<file path="config.mk">
export PLATFORM = sky130hd
export DESIGN_NAME = afec_top
export DESIGN_NICKNAME = d
export VERILOG_FILES = /design/src/design/afec_pkg.sv /design/src/design/afec_tx_if.sv /design/src/design/afec_cksum.sv /design/src/design/afec_top.sv /design/src/design/afec_tx_enc.sv
export VERILOG_INCLUDE_DIRS = /design/src /design/src/design
export SDC_FILE = /design/constraint.sdc
export NUM_CORES = 1
export LEC_CHECK = 0
export BUFFER_PORTS_ARGS = -buffer_cell sky130_fd_sc_hd__buf_2
export CAP_MARGIN = 30
export CELL_PAD_IN_SITES_DETAIL_PLACEMENT = 1
export CELL_PAD_IN_SITES_GLOBAL_PLACEMENT = 2
export CORE_ASPECT_RATIO = 0.9
export CORE_MARGIN = 1
export CORE_UTILIZATION = 42
export DETAILED_ROUTE_END_ITERATION = 10
export PLACE_DENSITY_LB_ADDON = 0.1
export SLEW_MARGIN = 40
export SYNTH_ARGS = -nofsm -noshare
export SYNTH_HDL_FRONTEND = slang
export SYNTH_SLANG_ARGS = --single-unit
</file>
<file path="constraint.sdc">
create_clock -name core_clk -period 9 [get_ports core_clk]
set_input_delay 0.9 -clock core_clk [delete_from_list [all_inputs] [get_ports core_clk]]
set_output_delay 0.9 -clock core_clk [all_outputs]
set_load 0.02 [all_outputs]
</file>
<file path="src/design/afec_cfg.svh">
`ifndef AFEC_CFG_SVH
`define AFEC_CFG_SVH

// ==========================================
// Framing bytes
`define AFEC_START       8'h7E
`define AFEC_ESC         8'h7D
`define AFEC_ESC_MASK    8'h20
`define AFEC_XON         8'h11
`define AFEC_XOFF        8'h13
`define AFEC_CKS_GOOD    8'hFF
`define AFEC_ZERO8       8'h00

// ==========================================
// Frame types and field positions
`define AFEC_TYPE_TX64   8'h00
`define AFEC_TYPE_TXST   8'h89
`define AFEC_IDX_TYPE    16'h0000
`define AFEC_IDX_ID      16'h0001
`define AFEC_IDX_ADDR0   16'h0002
`define AFEC_IDX_ADDR7   16'h0009
`define AFEC_IDX_OPT     16'h000A
`define AFEC_IDX_PAY     16'h000B
`define AFEC_OPT_NOACK   0
`define AFEC_OPT_BPAN    2
`define AFEC_BCAST64     64'h000000000000FFFF
`define AFEC_TXST_LEN    16'h0003

// ==========================================
// Registers
`define AFEC_REG_CTRL    4'h0
`define AFEC_REG_STAT    4'h4
`define AFEC_REG_LAST    4'h8
`define AFEC_CTRL_RST    2'h0

`endif

</file>
<file path="src/design/afec_pkg.sv">
package afec_pkg;
  typedef logic [1:0] afec_mode_t;
  localparam afec_mode_t MODE_TRANSP = 2'h0;
  localparam afec_mode_t MODE_API    = 2'h1;
  localparam afec_mode_t MODE_ESC    = 2'h2;

  typedef enum logic [2:0] {
    RX_HUNT, RX_LEN_H, RX_LEN_L, RX_DATA, RX_CKS
  } afec_rx_st_e;

  typedef enum logic [2:0] {
    TS_IDLE, TS_DELIM, TS_LEN_H, TS_LEN_L, TS_TYPE, TS_ID, TS_STAT, TS_CKS
  } afec_ts_st_e;
endpackage

</file>
<file path="src/design/afec_tx_if.sv">
`timescale 1ns/1ps
`default_nettype none
interface afec_tx_if;
  logic [7:0] dat;
  logic       raw;
  logic       valid;
  logic       ready;
  logic       esc_en;

  modport src (output dat, output raw, output valid, output esc_en,
               input ready);
  modport enc (input dat, input raw, input valid, input esc_en,
               output ready);
endinterface
`default_nettype wire

</file>
<file path="src/design/afec_cksum.sv">
`timescale 1ns/1ps
`default_nettype none
module afec_cksum #(
  parameter int unsigned W = 8
) (
  // Clock and reset
  input  wire logic         core_clk,
  input  wire logic         resetn,
  // Accumulate
  input  wire logic         clr,
  input  wire logic         add,
  input  wire logic [W-1:0] din,
  output logic      [W-1:0] sum
);
  logic [W-1:0] sum_q;

  always_ff @(posedge core_clk or negedge resetn) begin
    if (!resetn) begin
      sum_q <= {W{1'b0}};
    end else if (clr) begin
      sum_q <= {W{1'b0}};
    end else if (add) begin
      sum_q <= sum_q + din;
    end
  end

  assign sum = sum_q;
endmodule
`default_nettype wire

</file>
<file path="src/design/afec_top.sv">
// Function
// - Unescaped delimiter in escaped mode restarts frame
// - Escape as marker byte then byte XOR mask
// - Escape delimiter, escape, XON and XOFF
// - Length MSB first, then data, then checksum
// - Length counts frame data bytes only
// - First data byte is the frame type
// - Checksum is all-ones minus low sum byte
// - Accept when data plus checksum sums all-ones
// - Failed checksum frames cause no action; here their payload bytes still go out on rf_pay_byte, then rf_pay_drop pulses
// - Length and checksum use unescaped values
// - Status frame echoes id, none for zero
// - Eight byte destination MSB first, broadcast value
// - Options bits: no acknowledge, broadcast network
// - Bytes before delimiter and bad frames dropped
// - Escaped mode only on the UART port
//
// The implementer's own choices: the placing of the registers and the plain strobed port.
`timescale 1ns/1ps
`default_nettype none
`include "afec_cfg.svh"
module afec_top #(
  parameter int unsigned MAX_PAYLOAD = 110
) (
  // Clock and reset
  input  wire logic        core_clk,
  input  wire logic        resetn,
  // Register port
  input  wire logic [3:0]  reg_addr,
  input  wire logic [31:0] reg_wdata,
  input  wire logic        reg_wr,
  input  wire logic        reg_rd,
  output logic      [31:0] reg_rdata,
  // Port kind
  input  wire logic        port_is_uart,
  // Serial receive bytes
  input  wire logic [7:0]  rx_byte,
  input  wire logic        rx_valid,
  // Serial transmit bytes
  output logic      [7:0]  tx_byte,
  output logic             tx_valid,
  input  wire logic        tx_ready,
  // Radio request
  output logic             rf_req,
  output logic      [63:0] rf_dest,
  output logic      [7:0]  rf_frame_id,
  output logic             rf_no_ack,
  output logic             rf_bcast_pan,
  output logic             rf_bcast,
  output logic      [7:0]  rf_pay_byte,
  output logic             rf_pay_valid,
  output logic             rf_pay_drop,
  // Radio completion
  input  wire logic        rf_done,
  input  wire logic [7:0]  rf_status
);
  import afec_pkg::*;

  localparam logic [15:0] MAX_PAY16 = 16'(MAX_PAYLOAD);

  // ==========================================
  // Mode control
  afec_mode_t mode_q;
  logic       structured;
  logic       esc_en;

  assign structured = (mode_q == MODE_API) || (mode_q == MODE_ESC);
  assign esc_en = (mode_q == MODE_ESC) && port_is_uart;

  always_ff @(posedge core_clk or negedge resetn) begin
    if (!resetn) begin
      mode_q <= `AFEC_CTRL_RST;
    end else if (reg_wr && reg_addr == `AFEC_REG_CTRL &&
                 reg_wdata[1:0] != 2'h3) begin
      mode_q <= reg_wdata[1:0];
    end
  end

  // ==========================================
  // Receive byte classification
  afec_rx_st_e rx_st_q;
  logic        esc_q;
  logic        rx_restart;
  logic        rx_mark;
  logic        rx_take;
  logic [7:0]  rx_val;
  logic        rx_dat;
  logic        rx_end;
  logic [7:0]  rx_sum;
  logic [7:0]  rx_total;
  logic        rx_ok;

  // In escaped mode any raw delimiter restarts; otherwise only while hunting
  assign rx_restart = structured && rx_valid && rx_byte == `AFEC_START &&
                      (esc_en || rx_st_q == RX_HUNT);
  assign rx_mark = esc_en && rx_valid && rx_byte == `AFEC_ESC &&
                   !rx_restart;
  assign rx_take = structured && rx_valid && !rx_restart && !rx_mark;
  assign rx_val = esc_q ? (rx_byte ^ `AFEC_ESC_MASK) : rx_byte;
  assign rx_dat = rx_take && rx_st_q == RX_DATA;
  assign rx_end = rx_take && rx_st_q == RX_CKS;
  assign rx_total = rx_sum + rx_val;
  assign rx_ok = rx_total == `AFEC_CKS_GOOD;

  always_ff @(posedge core_clk or negedge resetn) begin
    if (!resetn) begin
      esc_q <= 1'b0;
    end else if (rx_restart || rx_take) begin
      esc_q <= 1'b0;
    end else if (rx_mark) begin
      esc_q <= 1'b1;
    end
  end

  // ==========================================
  // Frame delimiting
  logic [15:0] len_q;
  logic [15:0] idx_q;
  logic        rx_abort;

  // A frame cut short by a new delimiter or an empty length is lost
  assign rx_abort = (rx_restart && rx_st_q != RX_HUNT) ||
                    (rx_take && rx_st_q == RX_LEN_L &&
                     {len_q[15:8], rx_val} == 16'h0000);

  always_ff @(posedge core_clk or negedge resetn) begin
    if (!resetn) begin
      rx_st_q <= RX_HUNT;
      len_q   <= 16'h0000;
      idx_q   <= 16'h0000;
    end else if (!structured) begin
      rx_st_q <= RX_HUNT;
    end else if (rx_restart) begin
      rx_st_q <= RX_LEN_H;
    end else if (rx_take) begin
      case (rx_st_q)
        RX_HUNT: begin
          rx_st_q <= RX_HUNT;
        end
        RX_LEN_H: begin
          len_q[15:8] <= rx_val;
          rx_st_q     <= RX_LEN_L;
        end
        RX_LEN_L: begin
          len_q[7:0] <= rx_val;
          idx_q      <= 16'h0000;
          if ({len_q[15:8], rx_val} == 16'h0000) begin
            rx_st_q <= RX_HUNT;
          end else begin
            rx_st_q <= RX_DATA;
          end
        end
        RX_DATA: begin
          idx_q <= idx_q + 16'h0001;
          if (idx_q == len_q - 16'h0001) begin
            rx_st_q <= RX_CKS;
          end
        end
        RX_CKS: begin
          rx_st_q <= RX_HUNT;
        end
        default: begin
          rx_st_q <= RX_HUNT;
        end
      endcase
    end
  end

  afec_cksum #(
    .W (8)
  ) u_rx_cksum (
    .core_clk (core_clk),
    .resetn   (resetn),
    .clr      (rx_restart),
    .add      (rx_dat),
    .din      (rx_val),
    .sum      (rx_sum)
  );

  // ==========================================
  // Transmit request field capture
  logic [7:0]  type_q;
  logic [7:0]  id_q;
  logic [63:0] addr_q;
  logic [7:0]  opt_q;
  logic        over_q;
  logic        pay_open_q;
  logic        is_tx64;
  logic        rx_good;
  logic        in_pay;

  assign is_tx64 = type_q == `AFEC_TYPE_TX64;
  assign in_pay = rx_dat && idx_q >= `AFEC_IDX_PAY && is_tx64;
  assign rx_good = rx_end && rx_ok && is_tx64 && !over_q &&
                   len_q >= `AFEC_IDX_PAY;

  always_ff @(posedge core_clk or negedge resetn) begin
    if (!resetn) begin
      type_q <= 8'hFF;
      id_q   <= 8'h00;
      addr_q <= 64'h0000000000000000;
      opt_q  <= 8'h00;
      over_q <= 1'b0;
    end else if (rx_restart) begin
      over_q <= 1'b0;
    end else if (rx_dat) begin
      if (idx_q == `AFEC_IDX_TYPE) begin
        type_q <= rx_val;
      end else if (idx_q == `AFEC_IDX_ID) begin
        id_q <= rx_val;
      end else if (idx_q >= `AFEC_IDX_ADDR0 && idx_q <= `AFEC_IDX_ADDR7) begin
        addr_q <= {addr_q[55:0], rx_val};
      end else if (idx_q == `AFEC_IDX_OPT) begin
        opt_q <= rx_val;
      end else if (in_pay && idx_q >= `AFEC_IDX_PAY + MAX_PAY16) begin
        over_q <= 1'b1;
      end
    end
  end

  // ==========================================
  // Radio side outputs
  logic        rf_req_q;
  logic [63:0] rf_dest_q;
  logic [7:0]  rf_id_q;
  logic [7:0]  rf_opt_q;
  logic [7:0]  pay_q;
  logic        pay_v_q;
  logic        drop_q;

  always_ff @(posedge core_clk or negedge resetn) begin
    if (!resetn) begin
      pay_q      <= 8'h00;
      pay_v_q    <= 1'b0;
      pay_open_q <= 1'b0;
      drop_q     <= 1'b0;
    end else begin
      pay_v_q <= 1'b0;
      drop_q  <= 1'b0;
      if (mode_q == MODE_TRANSP && rx_valid) begin
        pay_q   <= rx_byte;
        pay_v_q <= 1'b1;
      end else if (in_pay && !over_q &&
                   idx_q < `AFEC_IDX_PAY + MAX_PAY16) begin
        pay_q      <= rx_val;
        pay_v_q    <= 1'b1;
        pay_open_q <= 1'b1;
      end
      if (pay_open_q && ((rx_end && !rx_good) || rx_restart)) begin
        drop_q     <= 1'b1;
        pay_open_q <= 1'b0;
      end else if (rx_good) begin
        pay_open_q <= 1'b0;
      end
    end
  end

  always_ff @(posedge core_clk or negedge resetn) begin
    if (!resetn) begin
      rf_req_q  <= 1'b0;
      rf_dest_q <= 64'h0000000000000000;
      rf_id_q   <= 8'h00;
      rf_opt_q  <= 8'h00;
    end else begin
      rf_req_q <= rx_good;
      if (rx_good) begin
        rf_dest_q <= addr_q;
        rf_id_q   <= id_q;
        rf_opt_q  <= opt_q;
      end
    end
  end

  assign rf_req       = rf_req_q;
  assign rf_dest      = rf_dest_q;
  assign rf_frame_id  = rf_id_q;
  assign rf_no_ack    = rf_opt_q[`AFEC_OPT_NOACK];
  assign rf_bcast_pan = rf_opt_q[`AFEC_OPT_BPAN];
  assign rf_bcast     = rf_dest_q == `AFEC_BCAST64;
  assign rf_pay_byte  = pay_q;
  assign rf_pay_valid = pay_v_q;
  assign rf_pay_drop  = drop_q;

  // ==========================================
  // Transmit status frame
  afec_ts_st_e ts_st_q;
  logic        pend_q;
  logic [7:0]  pend_id_q;
  logic [7:0]  stat_q;
  logic [7:0]  ts_sum;
  logic        ts_adv;
  logic        ts_add;
  afec_tx_if   tif ();

  assign ts_adv = tif.valid && tif.ready;
  assign ts_add = ts_adv &&
                  (ts_st_q == TS_TYPE || ts_st_q == TS_ID ||
                   ts_st_q == TS_STAT);

  always_ff @(posedge core_clk or negedge resetn) begin
    if (!resetn) begin
      pend_q    <= 1'b0;
      pend_id_q <= 8'h00;
    end else if (rf_req_q) begin
      pend_q    <= 1'b1;
      pend_id_q <= rf_id_q;
    end else if (rf_done) begin
      pend_q <= 1'b0;
    end
  end

  always_ff @(posedge core_clk or negedge resetn) begin
    if (!resetn) begin
      ts_st_q <= TS_IDLE;
      stat_q  <= 8'h00;
    end else if (ts_st_q == TS_IDLE) begin
      if (rf_done && pend_q && pend_id_q != `AFEC_ZERO8 && structured) begin
        stat_q  <= rf_status;
        ts_st_q <= TS_DELIM;
      end
    end else if (ts_adv) begin
      case (ts_st_q)
        TS_DELIM: ts_st_q <= TS_LEN_H;
        TS_LEN_H: ts_st_q <= TS_LEN_L;
        TS_LEN_L: ts_st_q <= TS_TYPE;
        TS_TYPE:  ts_st_q <= TS_ID;
        TS_ID:    ts_st_q <= TS_STAT;
        TS_STAT:  ts_st_q <= TS_CKS;
        TS_CKS:   ts_st_q <= TS_IDLE;
        default:  ts_st_q <= TS_IDLE;
      endcase
    end
  end

  always_comb begin
    tif.dat = `AFEC_ZERO8;
    tif.raw = 1'b0;
    case (ts_st_q)
      TS_DELIM: begin
        tif.dat = `AFEC_START;
        tif.raw = 1'b1;
      end
      TS_LEN_H: tif.dat = 8'(`AFEC_TXST_LEN >> 8);
      TS_LEN_L: tif.dat = 8'(`AFEC_TXST_LEN);
      TS_TYPE:  tif.dat = `AFEC_TYPE_TXST;
      TS_ID:    tif.dat = pend_id_q;
      TS_STAT:  tif.dat = stat_q;
      TS_CKS:   tif.dat = `AFEC_CKS_GOOD - ts_sum;
      default:  tif.dat = `AFEC_ZERO8;
    endcase
  end

  assign tif.valid  = ts_st_q != TS_IDLE;
  assign tif.esc_en = esc_en;

  afec_cksum #(
    .W (8)
  ) u_ts_cksum (
    .core_clk (core_clk),
    .resetn   (resetn),
    .clr      (ts_st_q == TS_DELIM),
    .add      (ts_add),
    .din      (tif.dat),
    .sum      (ts_sum)
  );

  afec_tx_enc u_tx_enc (
    .core_clk (core_clk),
    .resetn   (resetn),
    .src      (tif),
    .tx_byte  (tx_byte),
    .tx_valid (tx_valid),
    .tx_ready (tx_ready)
  );

  // ==========================================
  // Frame counters
  logic [15:0] good_cnt_q;
  logic [15:0] bad_cnt_q;
  logic        cnt_clr;
  logic        bad_evt;

  assign cnt_clr = reg_wr && reg_addr == `AFEC_REG_STAT;
  assign bad_evt = (rx_end && !rx_ok) || rx_abort;

  // A frame event in the clearing cycle still counts
  always_ff @(posedge core_clk or negedge resetn) begin
    if (!resetn) begin
      good_cnt_q <= 16'h0000;
      bad_cnt_q  <= 16'h0000;
    end else begin
      if (rx_end && rx_ok) begin
        good_cnt_q <= (cnt_clr ? 16'h0000 : good_cnt_q) + 16'h0001;
      end else if (cnt_clr) begin
        good_cnt_q <= 16'h0000;
      end
      if (bad_evt) begin
        bad_cnt_q <= (cnt_clr ? 16'h0000 : bad_cnt_q) + 16'h0001;
      end else if (cnt_clr) begin
        bad_cnt_q <= 16'h0000;
      end
    end
  end

  // ==========================================
  // Register read
  logic [31:0] rdata_q;

  always_ff @(posedge core_clk or negedge resetn) begin
    if (!resetn) begin
      rdata_q <= 32'h00000000;
    end else if (reg_rd) begin
      case (reg_addr)
        `AFEC_REG_CTRL: rdata_q <= {30'h00000000, mode_q};
        `AFEC_REG_STAT: rdata_q <= {bad_cnt_q, good_cnt_q};
        `AFEC_REG_LAST: rdata_q <= {14'h0000, ts_st_q != TS_IDLE, pend_q,
                                    id_q, type_q};
        default:        rdata_q <= 32'h00000000;
      endcase
    end else begin
      rdata_q <= 32'h00000000;
    end
  end

  assign reg_rdata = rdata_q;
endmodule
`default_nettype wire

</file>
<file path="src/design/afec_tx_enc.sv">
`timescale 1ns/1ps
`default_nettype none
`include "afec_cfg.svh"
module afec_tx_enc (
  // Clock and reset
  input  wire logic       core_clk,
  input  wire logic       resetn,
  // Unescaped bytes
  afec_tx_if.enc          src,
  // Serial side
  output logic      [7:0] tx_byte,
  output logic            tx_valid,
  input  wire logic       tx_ready
);
  logic [7:0] out_q;
  logic [7:0] hold_q;
  logic       out_v_q;
  logic       hold_v_q;
  logic       need_esc;
  logic       take;

  assign need_esc = src.esc_en && !src.raw &&
                    (src.dat == `AFEC_START || src.dat == `AFEC_ESC ||
                     src.dat == `AFEC_XON || src.dat == `AFEC_XOFF);
  assign src.ready = !hold_v_q && (!out_v_q || tx_ready);
  assign take = src.valid && src.ready;

  always_ff @(posedge core_clk or negedge resetn) begin
    if (!resetn) begin
      out_q    <= 8'h00;
      hold_q   <= 8'h00;
      out_v_q  <= 1'b0;
      hold_v_q <= 1'b0;
    end else if (take) begin
      out_q    <= need_esc ? `AFEC_ESC : src.dat;
      out_v_q  <= 1'b1;
      hold_q   <= src.dat ^ `AFEC_ESC_MASK;
      hold_v_q <= need_esc;
    end else if (hold_v_q && (!out_v_q || tx_ready)) begin
      out_q    <= hold_q;
      out_v_q  <= 1'b1;
      hold_v_q <= 1'b0;
    end else if (tx_ready) begin
      out_v_q  <= 1'b0;
    end
  end

  assign tx_byte  = out_q;
  assign tx_valid = out_v_q;
endmodule
`default_nettype wire

</file>
Yosys cells after proc, flatten, opt, wreduce, memory -nomap -nowiden
Cells that the tools add are included.
{"block": "totals", "output_inout_bits": 127, "in_bits": 60, "register_bits": 327, "word_cells": 231}
{"block": "op_classes", "bitwise_logic": 6, "order_cmp": 6, "n_eq_ne": 35, "n_mux": 52, "reduce_logical": 93, "n_addsub": 7}
{"op": "$pmux 32 s3", "n": 1}
{"op": "$mux 8", "n": 9}
{"op": "$eq 64x16->1 const B", "n": 1}
{"op": "$mux 16", "n": 4}
{"op": "$add 16x1->16 const B", "n": 3}
{"op": "$pmux 8 s6", "n": 1}
{"op": "$logic_and 1x1->1", "n": 40}
{"op": "$eq 8x7->1 const B", "n": 4}
{"op": "$ge 16x4->1 const B", "n": 2}
{"op": "$logic_not 16->1", "n": 2}
{"op": "$mux 32", "n": 1}
{"op": "$pmux 16 s2", "n": 1}
{"op": "$mux 1", "n": 24}
{"op": "$mux 3", "n": 7}
{"op": "$pmux 3 s6", "n": 1}
{"op": "$reduce_bool 2->1", "n": 9}
{"op": "$add 8x8->8", "n": 2}
{"op": "$eq 16x1->1 const B", "n": 1}
{"op": "$eq 16x16->1", "n": 1}
{"op": "$eq 16x4->1 const B", "n": 1}
{"op": "$eq 8x5->1 const B", "n": 2}
{"op": "$ge 16x2->1 const B", "n": 1}
{"op": "$ge 16x7->1 const B", "n": 1}
{"op": "$le 16x4->1 const B", "n": 1}
{"op": "other kinds (33)", "n": 79}

Longest topological paths before layout
Gate-level depths: netlist of the first run.
{"block": "logic_depth", "depth_word": 20, "depth_mapped": 14, "depth_no_buf": 13}

Cells and area by module
Synthesis of the first run repeated with hierarchy kept, for this count alone.
{"block": "unflattened", "cells_unflattened": 1337, "hier_area_um2": 15597.5}
{"mod": "afec_top", "area_each_um2": 13467.9, "cells_per_inst": 1129, "instances": 1, "seq_area_each_um2": 7292.0}
{"mod": "afec_cksum", "area_each_um2": 646.9, "cells_per_inst": 66, "instances": 2, "seq_area_each_um2": 200.2}
{"mod": "afec_tx_enc", "area_each_um2": 835.8, "cells_per_inst": 76, "instances": 1, "seq_area_each_um2": 450.4}

Worst setup path after synthesis of the first run
No wires, ideal clock.
{"block": "synth_timing", "kind": "input-to-reg", "startpoint": "in rx_byte[5]", "endpoint": "reg rf_dest_q[15] (netlist: rf_dest[15])", "path_slack_ps": 5077, "t_arrival_ps": 3795, "n_path_buf": 2, "required_ps": 8873, "setup_ps": 127, "path_stages": 12, "path_cell_list": "xnor2_1 -> inv_1 -> ha_1 -> nand2_1 -> or3_1 -> o211a_1 -> and3_4 -> or4_4 -> nor2_2 -> buf_4 -> buf_6 -> mux2_1"}
{"block": "synth_between", "word_cells_on_any_way": 19, "classes_between": "add/sub (1); eq/ne (3); mux (1); bitwise (1); reduce/logical (13)"}
{"item": "start, declared", "line": "afec_top.sv:37", "source": "input wire logic [7:0] rx_byte,"}
{"item": "$not 1->1 (no source line)"}
{"item": "$mux 6 (*)", "line": "afec_top.sv:99", "source": "assign rx_val = esc_q ? (rx_byte ^ `AFEC_ESC_MASK) : rx_byte;"}
{"item": "named net rx_val[5]", "line": "afec_top.sv:86", "source": "logic [7:0] rx_val;"}
{"item": "$add 8x8->8 (*)", "line": "afec_top.sv:102", "source": "assign rx_total = rx_sum + rx_val;"}
{"item": "$eq 8x8->1 (no source line) (*)"}
{"item": "$logic_and 1x1->1 (*) (3 in a row)", "line": "afec_top.sv:194", "source": "assign rx_good = rx_end && rx_ok && is_tx64 && !over_q &&"}
{"item": "$logic_and 1x1->1 (no source line) (*)"}
{"item": "end signal, assigned", "line": "afec_top.sv:267", "source": "rf_dest_q <= addr_q;"}
{"item": "end, declared", "line": "afec_top.sv:224", "source": "logic [63:0] rf_dest_q;"}
Mark *: on every way through the listed nets, which the timed path passes. The rest lies on a longest branch.
A chain may end at the register's enable or synchronous reset.

Worst setup path after layout of the first run
{"block": "layout_timing", "startpoint": "in rx_byte[5]", "endpoint": "reg rf_dest_q[13] (netlist: rf_dest[13])"}
Same word-level chain as after synthesis.

==> results of run 1 <==
[report_power, final]
part / internal [uW] / total [uW] / switching [uW] / leakage, uW
Clock: 918 / 1550 / 631 / 0.000608
Combinational: 224 / 584 / 360 / 0.00365
Sequential: 1530 / 1610 / 74.2 / 0.00442
[how the worst max path moves through the flow]
stage / startpoint / end / slack [ns]
final: rx_byte[5] / rf_dest[13] / 4.88
after global routing: rx_byte[5] / rf_dest[14] / 4.71
after CTS: rx_byte[5] / rf_dest[13] / 4.91
after detailed placement: rx_byte[5] / rf_opt_q[0] / 4.35
after global placement: rx_byte[5] / rf_dest[13] / 4.17
after floorplan: rx_byte[5] / rf_dest[15] / 5.08
[cells in the final DEF, fill, tap and decap left out, types with 21 or more instances in the layout]
| master | netlist | routed |
|---|---|---|
| buf_2 | 8 | 155 |
| nand3_1 | 52 | 52 |
| a21oi_1 | 51 | 50 |
| mux2_2 | 145 | 145 |
| nor3_1 | 22 | 21 |
| inv_1 | 29 | 29 |
| mux2_1 | 49 | 49 |
| nor4_1 | 23 | 23 |
| xnor2_1 | 23 | 23 |
| nand2_1 | 72 | 72 |
| and3_1 | 25 | 25 |
| ha_1 | 24 | 24 |
| nand4_1 | 22 | 22 |
| nor2_1 | 83 | 83 |
| dfrtp_1 | 317 | 316 |
| clkbuf_16 | 0 | 37 |
| o21ai_0 | 49 | 49 |
[logic make-up after synthesis]
kind of cell / share of synthesized area
xor+xnor: 0.0251
fa+ha+maj: 0.0227
compound gates: 0.0886
buf+inv: 0.0254
simple gates: 0.142
mux: 0.154
flops: 0.542
[state kept, by name (all words and copies together) (netlist names), 16 cells and up]
signal,flops
len_q,16
idx_q,16
good_cnt_q,16
rf_dest,64
bad_cnt_q,16
addr_q,64
reg_rdata,32
[critical path: stages]
cell     delay [ns]
buf_2          0.12
xnor2_1        0.13
buf_4          0.21
inv_1          0.06
ha_1           0.39
nand2_1        0.09
or3_1          0.38
o211a_1        0.27
and3_4         0.19
or4_4          0.54
nor2_4         0.15
buf_6          0.58
mux2_2         0.42
[layer usage]
metal | vias up | part of all wire
met2 | 164 | 0.47
met1 | 5515 | 0.48
met5 | - | 0
li1 | 5014 | -
met4 | 0 | 0.024
met3 | 59 | 0.035
[metrics by stage]
step                      cell area (um^2)  worst slack [ns]   util  hold slack, ns  total power (uW)
after floorplan                      15000              5.08      -           0.436              2020
after global placement               16200              4.17  0.462           0.457              2200
after detailed placement             16300              4.35  0.463           0.458              2230
after CTS                            17500              4.91  0.499           0.287              3790
after global routing                 17500              4.71  0.499           0.322              3920
final                                17500              4.88  0.499           0.291              3740
[final cells by class]
| cell class | count | area [um^2] | share of cell area |
|---|---|---|---|
| Sequential cell | 325 | 8140 | 0.464 |
| Tap cell | 469 | 587 | 0.0335 |
| Inverter | 29 | 109 | 0.00621 |
| Clock buffer | 53 | 1070 | 0.0608 |
| Clock inverter | 15 | 184 | 0.0105 |
| Multi-Input combinational cell | 883 | 6530 | 0.372 |
| Timing Repair Buffer | 167 | 917 | 0.0523 |
[cells in the mapped netlist (all sizes together), types with 11 or more instances]
cell type    n
nor2        84
a22oi       20
a21oi       51
or3         20
mux2       194
xnor2       23
dfrtp      317
buf         15
or4         15
mux2i       13
nor3        23
clkbuf      44
nor2b       19
nand4       22
nor4        25
o21ai       52
o31ai       13
a21o        13
nor3b       11
inv         29
ha          24
nand2       72
nand3       52
and3        26
xor2        20
==> results.toml, run 1 <==
[status]
status = "finished clean"

[routing]
routed_via_density = 5.54
post-route-drc-count = 0
drt-initial-drc-count = 482
ant_nets = 0
drt_pass1_iterations = 4
wirelength_um = 40700
dr_total_vias = 10800
wl_per_cell_um = 21.0

[clock_tree]
root_buffer = "clkbuf_16"
postCtsSetupRepairBufs = 0
clk_pin_slew_worst_paths_ns = 0.06
clock_path_buffers = 3
post_cts_resized = 0
ctsHtreeMaxLevel = 2
holdBufCountCts = 0
cts.sinks = 325
cts_tree = "built"
cts_inserted_buffers = 37
clk_latency_ns = 0.54

[timing]
max_freq_mhz = 242
hold_violations = 0
slew_headroom = 0.465
setup_viol = 0
period_minus_slack_ns = 4.12
rsz0062_at_grt = "false"
clock_skew_ns = 0.0202
period_share = 0.458
slew_viol_final = 0
tightest_slew_ns = 0.802
tns_ns = 0

[setup_path]
start_kind = "input pin"
ff2ff_path_depth = 12
rrSetupSlack_ns = 4.91
worstPathRequired_ns = 9.42
worstSetupPathType = "input pin to register"
end_kind = "register"
regToRegStartpoint = "esc_q"
crit_fanout = 74
arrival_ns = 4.54
r2r_end = "rf_dest[13]"

[hold_path]
hold_class = "input pin to async pin"

[synthesis]
synthArstFlopShare = 1.00
syn_area_per_cell_um2 = 11.6
ys_seq_elements = 325
synth-main-ff-cell = "dfrtp_1"
synth_warnings = 0
ys_types = 75
ys_seq_area_frac = 0.542
syn_area_um2 = 15000
synth_area_leader_cell = "dfrtp_1"
synthCells = 1296
syn-num-nets = 1382
synth.top_cell.area_share = 0.528
synth_edf_count = 0
synth_area_leaders = "dfrtp_1 (53%), mux2_2 (11%), mux2_1 (3.7%)"

[grt]
gr-total-overflow = 0
use_met1 = 0.323
met3_usage = 0.0350
grt_max_degree = 140
grt_pass1_vias = 11500
grt_pass1_wl_um = 66000
met2_usage = 0.365
grt-busiest-layer = "met2"
grt_use_total = 0.228
antenna_found_initial = 0

[floorplan]
dieArea_um2 = 36500
ios = 187
die_y_um = 181
coreArea_um2 = 35100
start_util = 0.428
std_cell_rows = 65
die_w_um = 201

[power]
p_leak_uw = 0.00868
pwr_density_cell_nw_per_um2 = 213
ir_drop_mv = 0.133

[cells_and_area]
nets = 1529
fillers = 3825
drive_above_1_share = 0.271
diodes = 0
syn_to_final_growth_pct = 16.7
instances_no_fill = 1941

[placed_design]
placed_cells = 1873
io_buffers = 156
dpl.hpwl_um = 27600
gp_congestion = 0.782

[run]
drv_cap = 0
Note: power is estimated with default switching activity, not from simulation.
==> run 2, diff against run 1 <==
- CORE_UTILIZATION: 42 -> 39
- clock period: 9 -> 4.1 ns (I/O delays scaled with it)
==> run 2 against run 1 <==
Non-clock buffer count up 21. Sequential share of layout area fell by 0.71 points. Routed wire length fell by 0.14%. Highest routed layer unchanged. Critical path type is now register to register. Count of clock-buffer cells in the layout shrank 1. Sequential power up 120%. Largest cell class unchanged. Global-route usage is 1.7 points lower.
==> results.toml, run 2 (synthesis results as in run 1) <==
[status]
status = "finished clean"

[timing]
tns_ns = 0
slew_headroom = 0.467
slew_viol_final = 0
period_minus_slack_ns = 3.86
tightest_slew_ns = 0.792
clock_skew_ns = 0.0235
period_share = 0.942
rsz0062_at_grt = "false"
hold_violations = 0
finalHoldWorstSlack_ns = 0.107
max_freq_mhz = 259
setup_viol = 0

[grt]
grt_pass1_wl_um = 65400
gr-total-overflow = 0
grt_pass1_vias = 11400
grt_max_degree = 100
antenna_found_initial = 0
grt_use_total = 0.211

[setup_path]
arrival_ns = 4.28
start_kind = "register"
crit_fanout = 8
rrSetupSlack_ns = 0.24
end_kind = "register"
worstPathRequired_ns = 4.52
worstSetupPathType = "register to register"

[floorplan]
coreArea_um2 = 37600
std_cell_rows = 67
die_y_um = 188
die_w_um = 209
dieArea_um2 = 39300
ios = 187
start_util = 0.400

[routing]
wl_per_cell_um = 20.6
post-route-drc-count = 0
wirelength_um = 40600
drt_pass1_iterations = 5
ant_nets = 0
routed_via_density = 5.46
dr_total_vias = 10800
drt-initial-drc-count = 652

[cells_and_area]
syn_to_final_growth_pct = 18.5
fillers = 4065
mostFrequentLayoutCell = "dfrtp_1"
layout_common_cells = "dfrtp_1 (317), buf_2 (155), mux2_2 (145)"
nets = 1550
multi_input_area_um2 = 6520
seqCellArea_um2 = 8140
drive_above_1_share = 0.281

[clock_tree]
clock_path_buffers = 3
cts_tree = "built"
root_buffer = "clkbuf_16"
cts.sinks = 325
post_cts_resized = 0
ctsHtreeMaxLevel = 2
clk_latency_ns = 0.55
clk_pin_slew_worst_paths_ns = 0.06
cts_inserted_buffers = 37

[hold_path]
hold_class = "input pin to register"

[placed_design]
io_buffers = 156
dpl.hpwl_um = 28500
gp_congestion = 0.790

[power]
ir_drop_mv = 0.254
p_leak_uw = 0.00881
pwr_density_cell_nw_per_um2 = 465

[run]
drv_cap = 0
-- run 2: changes by cell type in the layout (fill, tap and decap cells not counted), sizes merged --
cell         before  now
buf             167  187
bufinv            3    4
clkbuf           53   52
clkinvlp          3    2
diode             0    1
dlygate4sd3       0    1
-- run 2: layer usage --
metal,up-vias,part of all wire,track usage
li1,5059,-,-
met1,5521,0.49,0.305
met2,158,0.45,0.331
met3,50,0.030,0.0282
met4,0,0.022,0.0608
met5,-,0,0
-- run 2: cell type report --
cell class / count / share of cell area
flip-flops and latches: 325 / 0.457
multi-input cells: 883 / 0.366
repair buffers: 188 / 0.0641
clock buffers: 52 / 0.0602
well taps: 483 / 0.0339
clock inverters: 15 / 0.0118
inverters: 29 / 0.00611
diodes: 1 / 0.000141
-- run 2: through the flow --
step	total power [uW]	instance area, um^2	setup slack, ns	utilization	instances
4_1_cts	8400	17800	0.272	0.473	1974
5_1_grt	8670	17800	0.133	0.474	1975
6_report	8280	17800	0.238	0.474	1976
3_5_place_dp	4890	16500	0.195	0.439	1906
2_1_floorplan	4430	15000	0.654	-	1296
3_3_place_gp	4850	16500	0.235	0.439	1906
-- run 2: report_power, final --
| part | internal [uW] | total [uW] | switching (uW) |
|---|---|---|---|
| registers | 3370 | 3520 | 147 |
| clock network | 2090 | 3460 | 1370 |
| logic | 506 | 1300 | 798 |
-- run 2: worst max-delay path, stage by stage (launching register included) --
cell     delay (ns)
dfrtp_1        0.42
xnor2_1        0.36
inv_1          0.09
ha_1           0.42
nand2_1        0.09
or3_1          0.38
o211a_1        0.27
and3_4         0.19
or4_4          0.54
nor2_4         0.37
buf_4          0.26
mux2_2         0.34
-- run 2: path summary, 6_finish.rpt --
kind / start / end / cells after the start
max: esc_q / rf_frame_id[3] / 11
min: rf_status[2] / stat_q[2] / 2
max reg2reg: esc_q / rf_frame_id[3] / 11
min reg2reg: u_tx_enc.hold_q[4] / u_tx_enc.hold_q[4] / 2
max in group asynchronous: resetn / rf_dest[21] / 4
min in group asynchronous: resetn / reg_rdata[21] / 2
-- run 2: what timing repair did --
item	4_1_cts	5_1_grt
buffers inserted	0	0
endpoints found under the hold margin	94	0
hold buffers	1	0
==> run 3, diff against run 2 <==
- BUFFER_PORTS_ARGS: -buffer_cell sky130_fd_sc_hd__buf_2 -> -buffer_cell sky130_fd_sc_hd__buf_4
==> run 3 against run 2 <==
Maximum frequency increased by 4.3%. Critical path depth increased by 1. Register-to-register slack improved by 0.16 ns. Non-clock buffer count increased by 2. Clock power decreased by 5%. Sequential power about the same. First-iteration DRC count decreased by 20%. Critical endpoint is now rf_dest[12]. Largest cell class unchanged. Worst hold slack got worse by 0.00053 ns. Power decreased by 1.0%. Via count increased by 0.41%. Die area unchanged.
==> results.toml, run 3 (synthesis results as in run 1) <==
[timing]
max_freq_mhz = 270
slew_viol_final = 0
period_minus_slack_ns = 3.70
setup_viol = 0
rsz0062_at_grt = "false"
clock_skew_ns = 0.0141
tightest_slew_ns = 0.748
slew_headroom = 0.501
hold_violations = 0
tns_ns = 0
period_share = 0.903
finalHoldWorstSlack_ns = 0.107

[placed_design]
gp_congestion = 0.806
io_buffers = 156
dpl.hpwl_um = 28800

[clock_tree]
clk_latency_ns = 0.54
ctsHtreeMaxLevel = 2
clock_path_buffers = 3
clk_pin_slew_worst_paths_ns = 0.06
cts_tree = "built"
cts.sinks = 325
root_buffer = "clkbuf_16"
cts_inserted_buffers = 37
post_cts_resized = 0

[setup_path]
ff2ff_path_depth = 12
crit_cells = 12
arrival_ns = 4.12
end_kind = "register"
worstSetupPathType = "register to register"
crit_buf_inv = 3
worstPathRequired_ns = 4.52
cpPeakStageDelay_ns = 0.53
crit_fanout = 21
cp_top_family = "simple AND/OR/NAND/NOR gates"
crit_chain = "xnor2_1 > inv_1 > ha_1 > nand2_1 > or3_1 > o211a_1 > and3_4 > or4_4 > nor2_4 > buf_12 > buf_4 > mux2_2"
start_kind = "register"
cpMaxStageDelayCell = "or4_4"

[run]
drv_cap = 0

[routing]
wirelength_um = 41100
post-route-drc-count = 0
dr_total_vias = 10800
wl_per_cell_um = 20.8
ant_nets = 0
drt-initial-drc-count = 523
routed_via_density = 5.49
drt_pass1_iterations = 4

[power]
p_leak_uw = 0.00880
ir_drop_mv = 0.228
pwr_density_cell_nw_per_um2 = 452

[grt]
gr-total-overflow = 0
antenna_found_initial = 0
grt_pass1_vias = 11200
grt_use_total = 0.214
grt_max_degree = 82
grt_pass1_wl_um = 66300

[hold_path]
hold_depth = 2
hold_class = "input pin to register"

[cells_and_area]
diodes = 0
nets = 1552
syn_to_final_growth_pct = 20.6
layout_common_cells = "dfrtp_1 (317), buf_4 (181), mux2_2 (145)"
mostFrequentLayoutCell = "dfrtp_1"
drive_above_1_share = 0.279

[floorplan]
start_util = 0.400
coreArea_um2 = 37600
dieArea_um2 = 39300
ios = 187
die_y_um = 188
std_cell_rows = 67
die_w_um = 209

[status]
status = "finished clean"
run 3: cell types whose count changed in the layout (fill, tap and decap cells not counted):
cell and change:
nor2_2 +1, nor2_1 -1, buf_4 +158, diode_2 -1, clkinvlp_4 -2, clkinv_2 -2, clkinv_4 -1, buf_2 -155
clkbuf_1 +3, bufinv_16 -2, buf_12 -1
run 3: what timing repair did:
action                     in CTS  in global routing
hold buffers                    1                  0
setup buffers                   0                  0
hold endpoints to repair       43                  0
setup endpoints to repair       0                  0
run 3: worst paths after layout:
check                                         from            endpoint  slack [ns]
min in group asynchronous                   resetn       bad_cnt_q[10]        0.37
worst min register to register  u_tx_enc.hold_q[4]  u_tx_enc.hold_q[4]        0.47
worst max register to register               esc_q         rf_dest[12]        0.40
max in group asynchronous                   resetn           type_q[4]        2.55
worst min-delay path                  rf_status[4]           stat_q[4]        0.11
worst max-delay path                         esc_q         rf_dest[12]        0.40
run 3: metrics by stage:
| stage | util | worst slack [ns] | cell area, um^2 | power (uW) | instances |
|---|---|---|---|---|---|
| 3_5_place_dp | 0.450 | 0.336 | 16900 | 4960 | 1909 |
| 4_1_cts | 0.482 | 0.386 | 18100 | 8310 | 1973 |
| 3_3_place_gp | 0.449 | 0.352 | 16900 | 4920 | 1908 |
| 5_1_grt | 0.482 | 0.172 | 18100 | 8600 | 1973 |
| 6_report | 0.482 | 0.396 | 18100 | 8190 | 1973 |
| 2_1_floorplan | - | 0.654 | 15000 | 4430 | 1296 |
run 3: cell type report:
cell class / count / area (um^2)
clock inverter: 8 / 116
sequential: 325 / 8140
tap: 483 / 604
clock buffer: 55 / 1080
inverter: 29 / 109
timing repair buffer: 190 / 1530
multi-input combinational: 883 / 6530
fill: 4000 / 19400
run 3: layer usage:
layer  track usage  vias to the layer above  wire length, um
met5             0                        -                0
met4        0.0568                        0              794
met3        0.0288                       49             1290
met2         0.336                      151            19000
met1         0.312                     5566            20000
li1              -                     5066                -
run 3: power breakdown:
| group | switching (uW) | internal (uW) |
|---|---|---|
| clock network | 1350 | 1960 |
| logic | 826 | 563 |
| registers | 129 | 3370 |
| total | 2300 | 5890 |
